## config.mk

```make
export PLATFORM = sky130hd
export DESIGN_NAME = hbfm_top
export DESIGN_NICKNAME = d
export VERILOG_FILES = /design/src/hbfm_pkg.sv /design/src/hbfm_top.sv /design/src/hbfm_delay.sv
export SDC_FILE = /design/constraint.sdc
export NUM_CORES = 1
export LEC_CHECK = 0
export ABC_AREA = 1
export BUFFER_PORTS_ARGS = -buffer_cell sky130_fd_sc_hd__clkbuf_2
export CAP_MARGIN = 10
export CORE_MARGIN = 5
export CORE_UTILIZATION = 60
export DETAILED_ROUTE_END_ITERATION = 6
export PLACE_DENSITY = 0.8
export SETUP_SLACK_MARGIN = 0.3
export SLEW_MARGIN = 20
export SYNTH_ARGS = -nofsm -noshare
export SYNTH_HDL_FRONTEND = slang
export SYNTH_SLANG_ARGS = --single-unit
```

## constraint.sdc

```tcl
create_clock -name core_clk_in -period 1.73 [get_ports core_clk_in]
set_input_delay 0.173 -clock core_clk_in [delete_from_list [all_inputs] [get_ports core_clk_in]]
set_output_delay 0.173 -clock core_clk_in [all_outputs]
set_load 0.05 [all_outputs]
```

## src/hbfm_pkg.sv

```systemverilog
// Purpose: Shared constants for the half-bridge fault manager
// Assumes: Eight channels in two groups of four
// Notes:   Delay counts are defaults; the top module exposes them as parameters
package hbfm_pkg;
    localparam int          NUM_CH          = 8;
    localparam int          GRP_CH          = 4;
    localparam int          CLK_PERIOD_NS   = 4;
    // Overcurrent delay, underload delay and clear spacing, in ns
    localparam int          OC_DELAY_NS     = 4000;
    localparam int          UL_DELAY_NS     = 16000;
    localparam int          SRR_GAP_NS      = 8000;
    localparam int          OC_DELAY_CYC    = (OC_DELAY_NS + CLK_PERIOD_NS - 1) / CLK_PERIOD_NS;
    localparam int          UL_DELAY_CYC    = (UL_DELAY_NS + CLK_PERIOD_NS - 1) / CLK_PERIOD_NS;
    localparam int          SRR_GAP_CYC     = (SRR_GAP_NS + CLK_PERIOD_NS - 1) / CLK_PERIOD_NS;
    localparam int          CNT_W           = 16;
    localparam logic [7:0]  STAT_RESET      = 8'h00;
    localparam logic [7:0]  LATCH_RESET     = 8'h00;
endpackage : hbfm_pkg

```

## src/hbfm_top.sv

```systemverilog
// Purpose: Fault management and status clear for an eight-channel half-bridge driver
// Assumes: Fault detector levels and frame decode arrive synchronous to core_clk_in
// Notes:   Frame shifter lives elsewhere; this block sees chip select and decoded bits
// Behaviour
// Clear request clears latched faults and re-enables outputs of the selected group.
// Host resends the previous input pattern with a clear request.
// Clear request acts at chip select rising edge; spacing timer starts then.
// Host waits the spacing interval between two clear requests.
// A fault still present after clear is detected again and may shut down.
// Enable pin toggle or logic power-on reset fully resets the block.
// Driver supply undervoltage forces outputs off, sets supply fail, auto recovers.
// Driver supply undervoltage keeps serial link and programmed values.
// Logic supply undervoltage forces outputs off and clears command and status.
// Overvoltage sets supply fail; outputs off only with lockout enable set.
// Host should keep overvoltage lockout enable set.
// Overcurrent past the channel delay latches both drivers off and sets flag.
// Overcurrent flag and shutdown cleared only by clear request, per group.
// Low-side underload starts one shared timer; later channels wait the remainder.
// Shared underload timer keeps running while underload persists.
// Underload past delay sets flag; latches off only with shutdown enable.
// Group select picks which channels shutdown enable and clear affect.
// Thermal warning follows any sensor over threshold and never changes outputs.
// Thermal shutdown latches the channel off and sets shutdown flag.
// Clear request clears thermal shutdown only after temperature has fallen.
// Status frozen during a frame; refreshed at frame end unless it cleared.
// Eight channels form two groups; group select picks commands and status. Output enable commands here write all eight channels whatever the group select.
// Delay and spacing durations are parameterised cycle counts.
`timescale 1ns/10ps
module hbfm_top #(
    // parameterised durations
    parameter int OC_DELAY_CYC = hbfm_pkg::OC_DELAY_CYC,
    parameter int UL_DELAY_CYC = hbfm_pkg::UL_DELAY_CYC,
    parameter int SRR_GAP_CYC  = hbfm_pkg::SRR_GAP_CYC
) (
    input  wire logic       core_clk_in,
    input  wire logic       rst_in,
    input  wire logic       logic_supply_uv_in,
    input  wire logic       enable_in,
    input  wire logic       chip_select_n_in,
    input  wire logic       status_clear_request_in,
    input  wire logic       channel_group_select_in,
    input  wire logic       overvoltage_lockout_enable_in,
    input  wire logic       underload_shutdown_enable_in,
    input  wire logic [7:0] out_enable_cmd_in,
    input  wire logic       driver_supply_uv_in,
    input  wire logic       driver_supply_ov_in,
    input  wire logic [7:0] high_side_driver_oc_in,
    input  wire logic [7:0] low_side_driver_oc_in,
    input  wire logic [7:0] low_side_driver_ul_in,
    input  wire logic [7:0] temp_warn_in,
    input  wire logic [7:0] temp_shutdown_in,
    output logic [7:0]      drive_enable_out,
    output logic            supply_fail_flag_out,
    output logic [3:0]      overcurrent_flag_out,
    output logic [3:0]      underload_flag_out,
    output logic            thermal_warning_flag_out,
    output logic            thermal_shutdown_flag_out,
    output logic            clear_ready_out
);
    typedef enum logic [1:0] {
        HBFM_IDLE  = 2'b01,
        HBFM_FRAME = 2'b10
    } hbfm_frame_t;

    localparam int CW = hbfm_pkg::CNT_W;

    hbfm_frame_t frame_q;
    logic        cs_n_q;
    logic        en_q;
    logic        frame_end;
    logic        clr_evt;
    logic        full_rst;
    logic [7:0]  grp_mask;
    logic [7:0]  clr_mask;
    logic [7:0]  oc_exp;
    logic [7:0]  oc_lat_q;
    logic [7:0]  ul_lat_q;
    logic [7:0]  ul_off_q;
    logic [7:0]  tsd_lat_q;
    logic [7:0]  ulsd_mask_q;
    logic [7:0]  cmd_q;
    logic [CW-1:0] ul_cnt_q;
    logic [CW-1:0] gap_cnt_q;
    logic        ul_exp;
    logic        lockout;
    logic        stat_hold_q;

    // enable toggle and logic supply reset
    always_ff @(posedge core_clk_in) begin
        if (rst_in) begin
            en_q <= 1'b0;
        end else begin
            en_q <= enable_in;
        end
    end
    // logic supply loss clears everything
    assign full_rst = rst_in || logic_supply_uv_in || !enable_in || !en_q;

    always_ff @(posedge core_clk_in) begin
        if (rst_in) begin
            cs_n_q <= 1'b1;
        end else begin
            cs_n_q <= chip_select_n_in;
        end
    end
    // act at chip select rising edge
    assign frame_end = chip_select_n_in && !cs_n_q;
    assign clr_evt   = frame_end && status_clear_request_in;

    always_ff @(posedge core_clk_in) begin
        if (full_rst) begin
            frame_q <= HBFM_IDLE;
        end else begin
            unique case (frame_q)
                HBFM_IDLE: begin
                    if (!chip_select_n_in) begin
                        frame_q <= HBFM_FRAME;
                    end
                end
                HBFM_FRAME: begin
                    if (chip_select_n_in) begin
                        frame_q <= HBFM_IDLE;
                    end
                end
                default: frame_q <= HBFM_IDLE;
            endcase
        end
    end

    // group 0 is channels 0..3, group 1 is 4..7
    assign grp_mask = channel_group_select_in ? 8'hF0 : 8'h0F;
    // clear limited to selected group
    assign clr_mask = clr_evt ? grp_mask : 8'h00;

    // command register cleared by logic supply loss; R8 kept under driver undervoltage
    always_ff @(posedge core_clk_in) begin
        if (full_rst) begin
            cmd_q       <= hbfm_pkg::STAT_RESET;
            ulsd_mask_q <= hbfm_pkg::STAT_RESET;
        end else if (frame_end && !status_clear_request_in) begin
            cmd_q <= out_enable_cmd_in;
            // shutdown enable applies to the selected group
            ulsd_mask_q <= (ulsd_mask_q & ~grp_mask)
                         | (underload_shutdown_enable_in ? grp_mask : 8'h00);
        end
    end

    genvar ch;
    generate
        for (ch = 0; ch < hbfm_pkg::NUM_CH; ch++) begin : g_ch
            hbfm_delay #(
                .DELAY_CYC (OC_DELAY_CYC)
            ) u_oc (
                .core_clk_in (core_clk_in),
                .rst_in      (full_rst),
                .fault_in    (high_side_driver_oc_in[ch] || low_side_driver_oc_in[ch]),
                .expired_out (oc_exp[ch])
            );
        end
    endgenerate

    // shared underload timer, free running while any underload stays
    always_ff @(posedge core_clk_in) begin
        if (full_rst || low_side_driver_ul_in == 8'h00) begin
            ul_cnt_q <= '0;
        end else if (ul_cnt_q == CW'(UL_DELAY_CYC)) begin
            ul_cnt_q <= CW'(1);
        end else begin
            ul_cnt_q <= ul_cnt_q + 1'b1;
        end
    end
    assign ul_exp = (ul_cnt_q == CW'(UL_DELAY_CYC));

    // latched overcurrent; set wins over clear
    always_ff @(posedge core_clk_in) begin
        if (full_rst) begin
            oc_lat_q <= hbfm_pkg::LATCH_RESET;
        end else begin
            oc_lat_q <= (oc_lat_q & ~clr_mask) | oc_exp;
        end
    end

    // underload flag, shutdown only when enabled for that channel
    always_ff @(posedge core_clk_in) begin
        if (full_rst) begin
            ul_lat_q <= hbfm_pkg::LATCH_RESET;
            ul_off_q <= hbfm_pkg::LATCH_RESET;
        end else begin
            ul_lat_q <= (ul_lat_q & ~clr_mask)
                      | (ul_exp ? low_side_driver_ul_in : 8'h00);
            ul_off_q <= (ul_off_q & ~clr_mask)
                      | (ul_exp ? (low_side_driver_ul_in & ulsd_mask_q) : 8'h00);
        end
    end

    // thermal shutdown latch; clear only once sensor below hysteresis
    always_ff @(posedge core_clk_in) begin
        if (full_rst) begin
            tsd_lat_q <= hbfm_pkg::LATCH_RESET;
        end else begin
            tsd_lat_q <= (tsd_lat_q & ~(clr_mask & ~temp_shutdown_in)) | temp_shutdown_in;
        end
    end

    // spacing timer; clear_ready_out tells when the host may send again
    always_ff @(posedge core_clk_in) begin
        if (full_rst) begin
            gap_cnt_q <= '0;
        end else if (clr_evt) begin
            gap_cnt_q <= CW'(SRR_GAP_CYC);
        end else if (gap_cnt_q != '0) begin
            gap_cnt_q <= gap_cnt_q - 1'b1;
        end
    end
    always_ff @(posedge core_clk_in) begin
        if (full_rst) begin
            clear_ready_out <= 1'b1;
        end else begin
            clear_ready_out <= !clr_evt && (gap_cnt_q <= CW'(1));
        end
    end

    // global lockout, automatic recovery
    assign lockout = driver_supply_uv_in
                  || (driver_supply_ov_in && overvoltage_lockout_enable_in);

    // warning never enters the drive path
    always_ff @(posedge core_clk_in) begin
        if (full_rst) begin
            drive_enable_out <= hbfm_pkg::STAT_RESET;
        end else if (lockout) begin
            drive_enable_out <= 8'h00;
        end else begin
            drive_enable_out <= cmd_q & ~oc_lat_q & ~ul_off_q & ~tsd_lat_q;
        end
    end

    // a clear frame leaves the old status on view until a normal frame ends
    always_ff @(posedge core_clk_in) begin
        if (full_rst) begin
            stat_hold_q <= 1'b0;
        end else if (clr_evt) begin
            stat_hold_q <= 1'b1;
        end else if (frame_end) begin
            stat_hold_q <= 1'b0;
        end
    end

    // status frozen during a frame, refreshed at frame end unless clearing
    always_ff @(posedge core_clk_in) begin
        if (full_rst) begin
            supply_fail_flag_out      <= 1'b0;
            overcurrent_flag_out      <= 4'h0;
            underload_flag_out        <= 4'h0;
            thermal_warning_flag_out  <= 1'b0;
            thermal_shutdown_flag_out <= 1'b0;
        end else if (frame_q == HBFM_IDLE && chip_select_n_in && !clr_evt && !stat_hold_q) begin
            // supply fail follows the supply level
            supply_fail_flag_out      <= driver_supply_uv_in || driver_supply_ov_in;
            overcurrent_flag_out      <= channel_group_select_in ? oc_lat_q[7:4] : oc_lat_q[3:0];
            underload_flag_out        <= channel_group_select_in ? ul_lat_q[7:4] : ul_lat_q[3:0];
            // warning stays set with shutdown
            thermal_warning_flag_out  <= |temp_warn_in || |temp_shutdown_in;
            thermal_shutdown_flag_out <= |tsd_lat_q;
        end
    end
endmodule : hbfm_top

```

## src/hbfm_delay.sv

```systemverilog
// Purpose: Per-channel overcurrent qualification timer
// Assumes: Fault input already synchronous to core_clk_in
// Notes:   Counter restarts whenever the fault input drops
`timescale 1ns/10ps
module hbfm_delay #(
    parameter int DELAY_CYC = 4
) (
    input  wire logic core_clk_in,
    input  wire logic rst_in,
    input  wire logic fault_in,
    output logic      expired_out
);
    logic [hbfm_pkg::CNT_W-1:0] cnt_q;

    // overcurrent delay timer
    always_ff @(posedge core_clk_in) begin
        if (rst_in || !fault_in) begin
            cnt_q <= '0;
        end else if (cnt_q != hbfm_pkg::CNT_W'(DELAY_CYC)) begin
            cnt_q <= cnt_q + 1'b1;
        end
    end

    assign expired_out = fault_in && (cnt_q == hbfm_pkg::CNT_W'(DELAY_CYC));
endmodule : hbfm_delay

```

==> results of run 1 <==
==> report_power, final <==
| group | leakage, nW | switching (mW) | internal [mW] | total [mW] |
|---|---|---|---|---|
| logic | 2.46 | 0.205 | 0.167 | 0.372 |
| registers | 1.85 | 0.00978 | 5.23 | 5.24 |
| clock network | 0.356 | 1.96 | 2.88 | 4.84 |
| total | 4.66 | 2.18 | 8.28 | 10.5 |
==> worst paths after layout <==
check | start | end | slack [ns] | cells after the start
min | driver_supply_uv_in | supply_fail_flag_out | 0.001 | 3
max | cs_n_q | overcurrent_flag_out[3] | 0.22 | 7
max reg2reg | cs_n_q | overcurrent_flag_out[3] | 0.22 | 7
min reg2reg | ul_off_q[0] | drive_enable_out[0] | 0.44 | 1
==> cells by family (layout without fill, tap and decap cells) <==
| kind of cell | count (synthesis) | in the layout | synth area share |
|---|---|---|---|
| multiplexers | 4 | 4 | 0.003765 |
| flip-flops | 227 | 227 | 0.4273 |
| adder cells (fa/ha/maj) | 20 | 20 | 0.02353 |
| AO/OA/AOI/OAI | 258 | 258 | 0.1244 |
| buffers and inverters | 230 | 403 | 0.08860 |
| AND/OR/NAND/NOR | 743 | 743 | 0.3209 |
| XOR/XNOR | 14 | 14 | 0.01153 |
==> synth_stat cells, types with 2 or more instances <==
library cell | instances | area (sq um)
xor2_1 | 6 | 52.55
xnor2_1 | 8 | 70.07
o21a_1 | 3 | 22.52
buf_2 | 10 | 50.05
nand3_2 | 3 | 30.03
o21ai_1 | 3 | 15.01
nor3_1 | 24 | 120.1
nand2_4 | 2 | 22.52
nor3b_1 | 2 | 15.01
inv_2 | 5 | 18.77
and2_1 | 2 | 12.51
or2_0 | 8 | 50.05
nand4_1 | 49 | 306.5
nor2_8 | 2 | 40.04
nor2_2 | 14 | 87.58
nor2_1 | 187 | 701.9
nand2_1 | 290 | 1089
nor3_2 | 6 | 60.06
clkbuf_1 | 3 | 11.26
ha_1 | 20 | 250.2
a21oi_1 | 162 | 810.8
a211oi_2 | 2 | 25.02
or2_2 | 26 | 162.7
o21ai_0 | 85 | 425.4
dfxtp_1 | 227 | 4544
nor2_4 | 7 | 78.83
inv_1 | 198 | 743.2
nand3_1 | 103 | 515.5
nand2_2 | 3 | 18.77
nor4_1 | 12 | 75.07
buf_6 | 7 | 78.83
buf_4 | 3 | 22.52
mux2i_1 | 4 | 40.04
==> cells in the final DEF (no fill, tap or decap), types with 5 or more instances in the layout <==
master           n
dfxtp_1        196
clkinvlp_4       7
nand3_2          9
or2_0            8
nor3_1          22
o21ai_0         71
or2_2           26
a21oi_1        155
inv_1          184
dlygate4sd3_1   32
a21oi_2          8
clkbuf_2        78
dfxtp_4          6
buf_4           41
ha_1            13
nor2_2          15
xnor2_1          8
dfxtp_2         25
o21ai_1         17
clkbuf_16       24
nor4_1          11
nand2_1        268
nor2_4          30
inv_2           12
buf_6            6
xor2_1           6
nand3_1         95
nor2_1         163
nand2_2         24
nand4_1         49
nor3_2           5
==> what timing repair did <==
action / in CTS / in global routing
setup buffers: 17 / 17
cloned: 2 / 3
pin swaps: 14 / 30
hold buffers: 32 / 0
endpoints found under the hold margin: 38 / 0
setup endpoints to repair: 67 / 140
gates resized for setup: 53 / 135
==> per-stage QoR <==
stage	power, mW	utilization	setup slack, ns
2_1_floorplan	5.499	-	0.3168
3_5_place_dp	5.622	0.6479	0.09142
5_1_grt	10.80	0.7561	0.2101
3_3_place_gp	5.618	0.6479	0.1610
4_1_cts	10.49	0.7248	0.2894
6_report	10.46	0.7561	0.2181
==> state kept, by name, summed over array words and instances, names as in the netlist, 2 cells and up, named ones only <==
| register | flops |
|---|---|
| underload_flag_out | 4 |
| ul_lat_q | 8 |
| overcurrent_flag_out | 4 |
| frame_q | 2 |
| g_ch.u_oc.cnt_q | 128 |
| ul_cnt_q | 16 |
| drive_enable_out | 8 |
| cmd_q | 8 |
| oc_lat_q | 8 |
| ul_off_q | 8 |
| gap_cnt_q | 16 |
| tsd_lat_q | 8 |
==> worst max-delay path: cells and delay by family, from the launching register on <==
kind,cells,cell delay (ns)
AO/OA/AOI/OAI,2,0.30
buffers and inverters,3,0.42
flip-flops,1,0.32
AND/OR/NAND/NOR,2,0.38
==> final cells by class <==
cell class | instances | share of cell area
repair buffers | 160 | 0.08658
repair inverters | 2 | 0.001144
clock buffers | 30 | 0.04891
clock inverters | 6 | 0.006293
well taps | 225 | 0.02145
flip-flops and latches | 227 | 0.3504
multi-input cells | 1039 | 0.4246
inverters | 205 | 0.06064
==> per-layer routing <==
| metal | track usage | share of wire | vias to the layer above | wire (um) |
|---|---|---|---|---|
| met4 | 0.07654 | 0.027 | 0 | 746 |
| met5 | 0 | 0 | - | 0 |
| met2 | 0.4295 | 0.49 | 339 | 13570 |
| li1 | - | - | 5199 | - |
| met3 | 0.03583 | 0.061 | 55 | 1671 |
| met1 | 0.3175 | 0.42 | 4749 | 11530 |
==> impl_metrics.csv, run 1 <==
group,metric,value,unit
run_status,outcome,"complete, no violations",
floorplanning,design.die.area,0.02049,sq mm
final_layout,syn_to_final_growth,23.40,%
clock_network,clk_pin_slew,0.06,ns
sta,fin_skew,0.008564,ns
critical_path,endpoint_kind,"flip-flop",
placed_design,gp_congestion,0.8708,
synth,synthArstFlopShare,0,
critical_path,required,2.15,ns
floorplanning,start_util,0.6127,
worst_hold_path,hold_class,"in -> reg",
clock_network,htree_levels,1,
sta,fin_tns_setup,0,ns
sta,setup_violations,0,
synth,syn_avg_cell_area,7.108,sq um
critical_path,worstSetupPathType,"reg -> reg",
routing,wl_per_cell,14.53,um
sta,rsz0062_at_grt,"true",
sta,worst_pin_slew,0.4082,ns
floorplanning,io_pins,79,
grt,grt_use_total,0.2470,
power,power_density,796.8,mW/mm^2
critical_path,critPathMaxFanout,10,
critical_path,worst_ep_arrival_time,1.93,ns
critical_path,max_stage_delay,0.32,ns
routing,post-route-drc-count,0,
synth,netlist_area,0.01063,sq mm
floorplanning,fp.dieW,143.1,um
placed_design,io_buffers,78,
clock_network,insertion_delay,0.50,ns
final_layout,seqCellArea,0.004598,sq mm
routing,vias_per_cell,5.460,
routing,first_pass_iters,5,
final_layout,multi_input_area,0.005572,sq mm
clock_network,cts.path.max_buffers,3,
synth,ys_types,43,
synth,seq_area_frac_synth,0.4273,
synth,synth_edf_count,0,
floorplanning,die_h,143.1,um
clock_network,cts_tree,"done",
floorplanning,num_rows,48,
grt,grt_pass1_vias,9428,
synth,yosysWarnings,0,
synth,synth_ff_type,"dfxtp_1",
final_layout,final_cells,1894,
clock_network,cts_root_buffer,"clkbuf_16",
routing,dr_total_vias,10340,
placed_design,hpwl,17.67,mm
floorplanning,core,0.01736,sq mm
sta,clock.fmax,661.4,MHz
clock_network,cts.sinks,227,
grt,grt_overflow,0,
final_layout,nFillCells,1227,
sta,period_share,0.8739,
critical_path,startpoint_type,"flip-flop",
critical_path,worstPathCellList,"inv_1, nand3_2, inv_4, nor3_4, buf_2, o21ai_0, a21oi_1",
synth,netlist_instances,1496,
placed_design,placed_area,0.01124,sq mm
clock_network,numCtsBuffers,23,
sta,relSlewSlack,0.7253,
synth,synth_fp_nets,1575,
critical_path,slowest_stage,"dfxtp_2",
sta,period_needed,1.512,ns
power,ir_worst_vdd,0.0006980,V
routing,routed_wl,27.52,mm
run,max-cap-violations,0,
synth,yosys_register_bits,227,
power,leakage,4.657,nW
routing,ant_nets,0,
final_layout,antenna_cells,0,
grt,grt_start_max_net_pins,22,
grt,grt_pass1_wl,42.64,mm
sta,drv_slew,0,
sta,hold_viol,0,
sta,timing.hold.ws,0.001189,ns
final_layout,final_layout_size_suffix_gt1_frac,0.2133,
final_layout,finalInstanceArea,0.01312,sq mm
final_layout,final_nets,1737,
grt,antenna_found_initial,0,
placed_design,post-place-cells,1787,
routing,drt_iter0_drc,734,
Power figures use the tool's default switching activity.
==> inputs of run 2 (changes only) <==
- HOLD_SLACK_MARGIN: unset -> 0.02
- REMOVE_ABC_BUFFERS: unset -> 1
==> run 2 against run 1 <==
  * Design area is 4.2% higher
  * Setup slack worse by 0.041 ns
  * Fmax is 2.7% lower
  * Critical endpoint is now thermal_warning_flag_out
  * Critical path depth is 2 higher
  * Final cell count is 1.3% higher
  * Critical path type is now in -> reg
  * The flow now finishes with violations (design-rule violations)
  * Non-clock buffer count is 15 higher
==> impl_metrics.csv, run 2 (same netlist as run 1, synthesis figures left out) <==
group,metric,value,unit
run_status,outcome,"finished, violations left",
run_status,violations,"design-rule violations",
floorplanning,start_util,0.6127,
sta,rsz0062_at_grt,"true",
sta,period_share,0.8979,
sta,fin_skew,0.009428,ns
critical_path,worst_ep_arrival_time,1.96,ns
routing,drt_iter0_drc,733,
sta,relSlewSlack,0.5923,
final_layout,mostFrequentLayoutCells,"nand2_1, dfxtp_1, inv_1",
critical_path,reg2regPathDepth,8,
clock_network,cts_tree,"done",
power,leakage,4.842,nW
worst_hold_path,hold_path_end,"supply_fail_flag_out",
critical_path,endpoint_kind,"flip-flop",
final_layout,top_regs,"g_ch.u_oc.cnt_q x128, gap_cnt_q x16, ul_cnt_q x16",
critical_path,required,2.13,ns
routing,post-route-drc-count,26,
critical_path,crit_family,"buffers and inverters",
clock_network,numCtsBuffers,24,
critical_path,slowest_stage,"dlygate4sd3_1",
clock_network,cts.path.max_buffers,3,
worst_hold_path,min_from,"driver_supply_ov_in",
final_layout,largest_reg_flops,128,
clock_network,cts.sinks,227,
grt,grt_pass1_vias,9562,
clock_network,insertion_delay,0.52,ns
critical_path,critPathMaxFanout,11,
sta,setup_violations,0,
critical_path,critical_path.startpoint,"chip_select_n_in",
power,ir_worst_vdd,0.0007776,V
power,total_power,11.20,mW
placed_design,gp_congestion,0.8803,
floorplanning,io_pins,79,
routing,vias_per_cell,5.534,
floorplanning,die_h,143.1,um
critical_path,max_stage_delay,0.53,ns
critical_path,crit_buf_inv,4,
critical_path,worstSetupPathType,"in -> reg",
final_layout,final_layout_size_suffix_gt1_frac,0.2493,
final_layout,syn_to_final_growth,28.63,%
routing,dr_total_vias,10620,
floorplanning,design.die.area,0.02049,sq mm
clock_network,cts_root_buffer,"clkbuf_16",
floorplanning,num_rows,48,
routing,ant_nets,0,
grt,grt_start_max_net_pins,22,
grt,antenna_found_initial,0,
worst_hold_path,hold_depth,3,
grt,grt_pass1_wl,43.48,mm
sta,clock.fmax,643.8,MHz
sta,drv_slew,0,
critical_path,reg2reg_slack,0.18,ns
routing,routed_wl,29.42,mm
run,max-cap-violations,0,
grt,grt_overflow,0,
clock_network,htree_levels,1,
power,power_density,819.2,mW/mm^2
final_layout,antenna_cells,0,
final_layout,regMostFlops,"g_ch.u_oc.cnt_q",
critical_path,r2r-end,"thermal_warning_flag_out",
placed_design,hpwl,17.93,mm
grt,grt_use_total,0.2534,
final_layout,mostFrequentLayoutCell,"nand2_1",
final_layout,finalInstanceArea,0.01368,sq mm
routing,first_pass_iters,7,
critical_path,startpoint_type,"primary input",
placed_design,io_buffers,78,
sta,worst_pin_slew,0.6059,ns
critical_path,regToRegStartpoint,"cs_n_q",
sta,fin_tns_setup,0,ns
floorplanning,fp.dieW,143.1,um
routing,wl_per_cell,15.34,um
worst_hold_path,hold_class,"in -> reg",
sta,hold_viol,0,
clock_network,clk_pin_slew,0.06,ns
sta,period_needed,1.553,ns
final_layout,final_nets,1754,
critical_path,worstPathCellList,"dlygate4sd3_1, clkbuf_2, nand3_2, clkinvlp_4, nor3_4, buf_12, nand3_2, nor2_1, nor2_1",
floorplanning,core,0.01736,sq mm
placed_design,placed_area,0.01129,sq mm
==> run 2: changes by cell type in the layout (fill, tap and decap cells not counted), sizes merged <==
cell / delta
inv: -1
clkinvlp: +2
clkinv: +6
bufinv: +2
buf: +14
dlygate4sd3: +1
==> run 2: worst max path at each step <==
stage / depth (start not counted) / to / slack [ns]
2_1_floorplan: 10 / ul_cnt_q[12] / -0.03
4_1_cts: 7 / oc_lat_q[1] / 0.28
6_report: 9 / thermal_warning_flag_out / 0.18
3_5_place_dp: 8 / gap_cnt_q[0] / 0.08
3_3_place_gp: 7 / gap_cnt_q[1] / 0.17
5_1_grt: 8 / thermal_warning_flag_out / 0.11
==> run 2: worst reg2reg max path, stage by stage, from the launching register on <==
cell and delay [ns]:
dfxtp_1 0.31, inv_1 0.06, nand3_2 0.09, clkinvlp_4 0.18
nor3_4 0.26, buf_12 0.18, nand3_2 0.14, nor2_1 0.16
nor2_1 0.06
==> run 2: layout make-up <==
class,count,area [sq um]
Timing Repair Buffer,175,1349
Timing Repair inverter,3,21.27
Inverter,205,820.8
Multi-Input combinational cell,1039,5741
Clock buffer,30,684.4
Sequential cell,227,4608
Tap cell,225,281.5
Clock inverter,14,172.7
Fill cell,1137,3679
==> run 2: layer usage <==
metal / part of all wire / wire length (um) / track usage
met5: 0 / 0 / 0
met4: 0.029 / 867 / 0.08654
met1: 0.41 / 11920 / 0.3158
met3: 0.061 / 1789 / 0.03717
met2: 0.50 / 14850 / 0.4481
==> run 2: timing repair <==
| item | in CTS | in global routing |
|---|---|---|
| cloned | 1 | 4 |
| pin swaps | 8 | 40 |
| buffers inserted | 15 | 30 |
| endpoints found under the setup margin | 89 | 148 |
| resized for setup | 48 | 214 |
| hold endpoints to repair | 39 | 1 |
| hold buffers | 32 | 1 |
==> run 2: report_power, final <==
| part | switching, mW | leakage [nW] | internal, mW |
|---|---|---|---|
| logic | 0.219 | 2.57 | 0.191 |
| registers | 0.0107 | 1.85 | 5.22 |
| clock network | 2.17 | 0.430 | 3.40 |
| total | 2.40 | 4.84 | 8.81 |
==> run 2: stage by stage <==
| stage | util | hold slack [ns] | setup WS, ns | cells |
|---|---|---|---|---|
| after floorplan | - | 0.2511 | -0.02515 | 1471 |
| after global placement | 0.6503 | 0.3865 | 0.1737 | 1791 |
| after detailed placement | 0.6503 | 0.3980 | 0.07948 | 1791 |
| after CTS | 0.7329 | 0.03060 | 0.2754 | 1883 |
| after global routing | 0.7881 | 0.03209 | 0.1083 | 1918 |
| final | 0.7881 | 0.05092 | 0.1767 | 1918 |
==> inputs of run 3 (changes only) <==
- ABC_AREA: 1 -> unset
==> run 3 against run 2 <==
  * The flow finishes with violations (design-rule violations, negative setup slack)
  * First-iteration DRC count increased by 37%
  * Non-clock buffer count increased by 72
  * Power decreased by 6.4%
  * Via count decreased by 3.2%
  * Highest routed layer unchanged
==> impl_metrics.csv, run 3 <==
group,metric,value,unit
placed_design,post-place-ws,-0.3938,ns
grt,antenna_found_initial,0,
synth,seq_area_frac_synth,0.4560,
grt,grt_pass1_vias,9038,
critical_path,critPathMaxFanout,6,
sta,period_share,1.198,
synth,yosys_register_bits,227,
sta,setup_violations,9,
sta,fin_tns_setup,-2.246,ns
sta,setup_slack,-0.3419,ns
routing,post-route-drc-count,3,
run,max-cap-violations,0,
routing,wl_per_cell,21.82,um
grt,grt_use_total,0.2639,
synth,syn_avg_cell_area,8.804,sq um
synth,synth_area_leader_cell,"dfxtp_1",
critical_path,required,2.17,ns
sta,rsz0062_at_grt,"true",
sta,timing.hold.ws,0.02473,ns
sta,relSlewSlack,0.5503,
critical_path,reg2reg_slack,-0.34,ns
final_layout,nFillCells,751,
final_layout,largest_reg_flops,128,
grt,grt_overflow,0,
sta,hold_viol,0,
grt,grt_pass1_wl,43.57,mm
sta,worst_pin_slew,0.6745,ns
critical_path,regToRegStartpoint,"gap_cnt_q[1]",
routing,first_pass_iters,7,
routing,drt_iter0_drc,1007,
synth,yosysWarnings,0,
synth,yosysMostFrequentCell,"dfxtp_1",
routing,routed_wl,34.82,mm
worst_hold_path,hold_depth,3,
clock_network,cts_tree,"done",
power,p_sw,2.398,mW
final_layout,antenna_cells,0,
sta,clock.fmax,482.7,MHz
floorplanning,design.die.area,0.01929,sq mm
final_layout,syn_to_final_growth,41.24,%
critical_path,reg2regPathDepth,6,
power,comb_power_share,0.046,
clock_network,numCtsBuffers,23,
routing,vias_per_cell,6.439,
critical_path,worst_ep_arrival_time,2.51,ns
synth,synth_ff_type,"dfxtp_1",
synth,netlist_instances,1132,
placed_design,hpwl,16.47,mm
synth,ys_types,48,
placed_design,io_buffers,78,
final_layout,final_nets,1441,
final_layout,regMostFlops,"g_ch.u_oc.cnt_q",
floorplanning,fp.dieW,138.9,um
synth,yosysTopAreaCellShare,0.4560,
floorplanning,core,0.01647,sq mm
floorplanning,num_rows,47,
floorplanning,io_pins,79,
sta,period_needed,2.072,ns
sta,fin_skew,0.01198,ns
critical_path,endpoint_kind,"flip-flop",
run_status,outcome,"finished, violations left",
worst_hold_path,min_from,"low_side_driver_oc_in[2]",
final_layout,top_regs,"g_ch.u_oc.cnt_q x128, gap_cnt_q x16, ul_cnt_q x16",
floorplanning,start_util,0.6052,
synth,synth_edf_count,0,
clock_network,insertion_delay,0.51,ns
synth,netlist_area,0.009966,sq mm
power,ir_worst_vdd,0.0008709,V
power,p_sw_frac,0.2287,
power,leakage,5.061,nW
power,intPower,8.089,mW
power,p_clk_frac,0.456,
synth,ys_top_cells_by_area,"dfxtp_1, nor2_1, xor2_1",
sta,drv_slew,0,
worst_hold_path,hold_class,"in -> reg",
routing,dr_total_vias,10280,
final_layout,mostFrequentLayoutCell,"dfxtp_1",
final_layout,final_layout_size_suffix_gt1_frac,0.3859,
critical_path,startpoint_type,"flip-flop",
clock_network,cts.sinks,227,
clock_network,cts.path.max_buffers,3,
clock_network,clk_pin_slew,0.06,ns
final_layout,mostFrequentLayoutCells,"dfxtp_1, nor2_1, buf_4",
placed_design,gp_congestion,0.9192,
floorplanning,die_h,138.9,um
routing,ant_nets,0,
grt,grt_start_max_net_pins,25,
critical_path,worstSetupPathType,"reg -> reg",
run_status,violations,"design-rule violations, negative setup slack",
clock_network,htree_levels,1,
critical_path,critical_path.startpoint,"gap_cnt_q[1]",
clock_network,cts_root_buffer,"clkbuf_16",
synth,synthArstFlopShare,0,
power,power_density,745.0,mW/mm^2
power,seqPwrFrac,0.497,
synth,synth_common_cells,"dfxtp_1, nor2_1, xor2_1",
[run 3: cell type report]
type	instances	area, sq um	area share
multi-input combinational	825	6376	0.4530
clock buffer	33	663.1	0.04711
inverter	38	160.2	0.01138
timing repair buffer	247	1876	0.1332
clock inverter	6	30.03	0.002133
sequential	227	4696	0.3336
tap	220	275.3	0.01956
[run 3: layer usage]
metal	share of wire	wire length (um)	up-vias	track usage
li1	-	-	4509	-
met3	0.074	2564	200	0.03724
met1	0.37	12760	4933	0.3266
met2	0.50	17240	635	0.4697
met5	0	0	-	0
met4	0.065	2255	0	0.09423
[run 3: kinds of logic after synthesis]
group           count (synthesis)  share of synthesized area
xor+xnor                      101                    0.08876
compound gates                139                    0.08136
buf+inv                        82                    0.03114
fa+ha+maj                      20                    0.02511
flops                         227                     0.4560
mux                            29                    0.02913
simple gates                  534                     0.2885
[run 3: critical path: stages, from the launching register on]
cell,delay [ns]
dfxtp_2,0.32
inv_2,0.08
ha_4,0.13
or3b_4,0.38
or4_4,0.49
or4_4,0.44
a21oi_2,0.16
[run 3: repair_timing]
item,4_1_cts,5_1_grt
endpoints found under the hold margin,48,0
setup endpoints to repair,145,136
buffers inserted,20,35
pin swaps,36,90
gates resized for setup,138,272
hold buffers,37,0
cloned,4,5
[run 3: final timing paths]
| kind | endpoint |
|---|---|
| worst max-delay path | gap_cnt_q[12] |
| worst min-delay path | g_ch[2].u_oc.cnt_q[5] |
| worst max register to register | gap_cnt_q[12] |
| worst min register to register | drive_enable_out[5] |
[run 3: metrics by stage]
step           instance area [sq um]  utilization  power [mW]  cells
6_report                       14080       0.8549       10.49   1596
3_5_place_dp                   11030       0.6700       5.631   1456
3_3_place_gp                   11030       0.6700       5.626   1456
2_1_floorplan                   9798            -       5.466   1088
4_1_cts                        12760       0.7752       10.29   1556
5_1_grt                        14080       0.8549       10.69   1596
[run 3: power groups by stage]
stage | clock network [mW] | logic [mW] | registers (mW)
after floorplan | 0 | 0.0990 | 5.37
after CTS | 4.69 | 0.365 | 5.24
final | 4.79 | 0.486 | 5.22
after global routing | 4.97 | 0.504 | 5.21
after detailed placement | 0 | 0.267 | 5.36
after global placement | 0 | 0.262 | 5.36
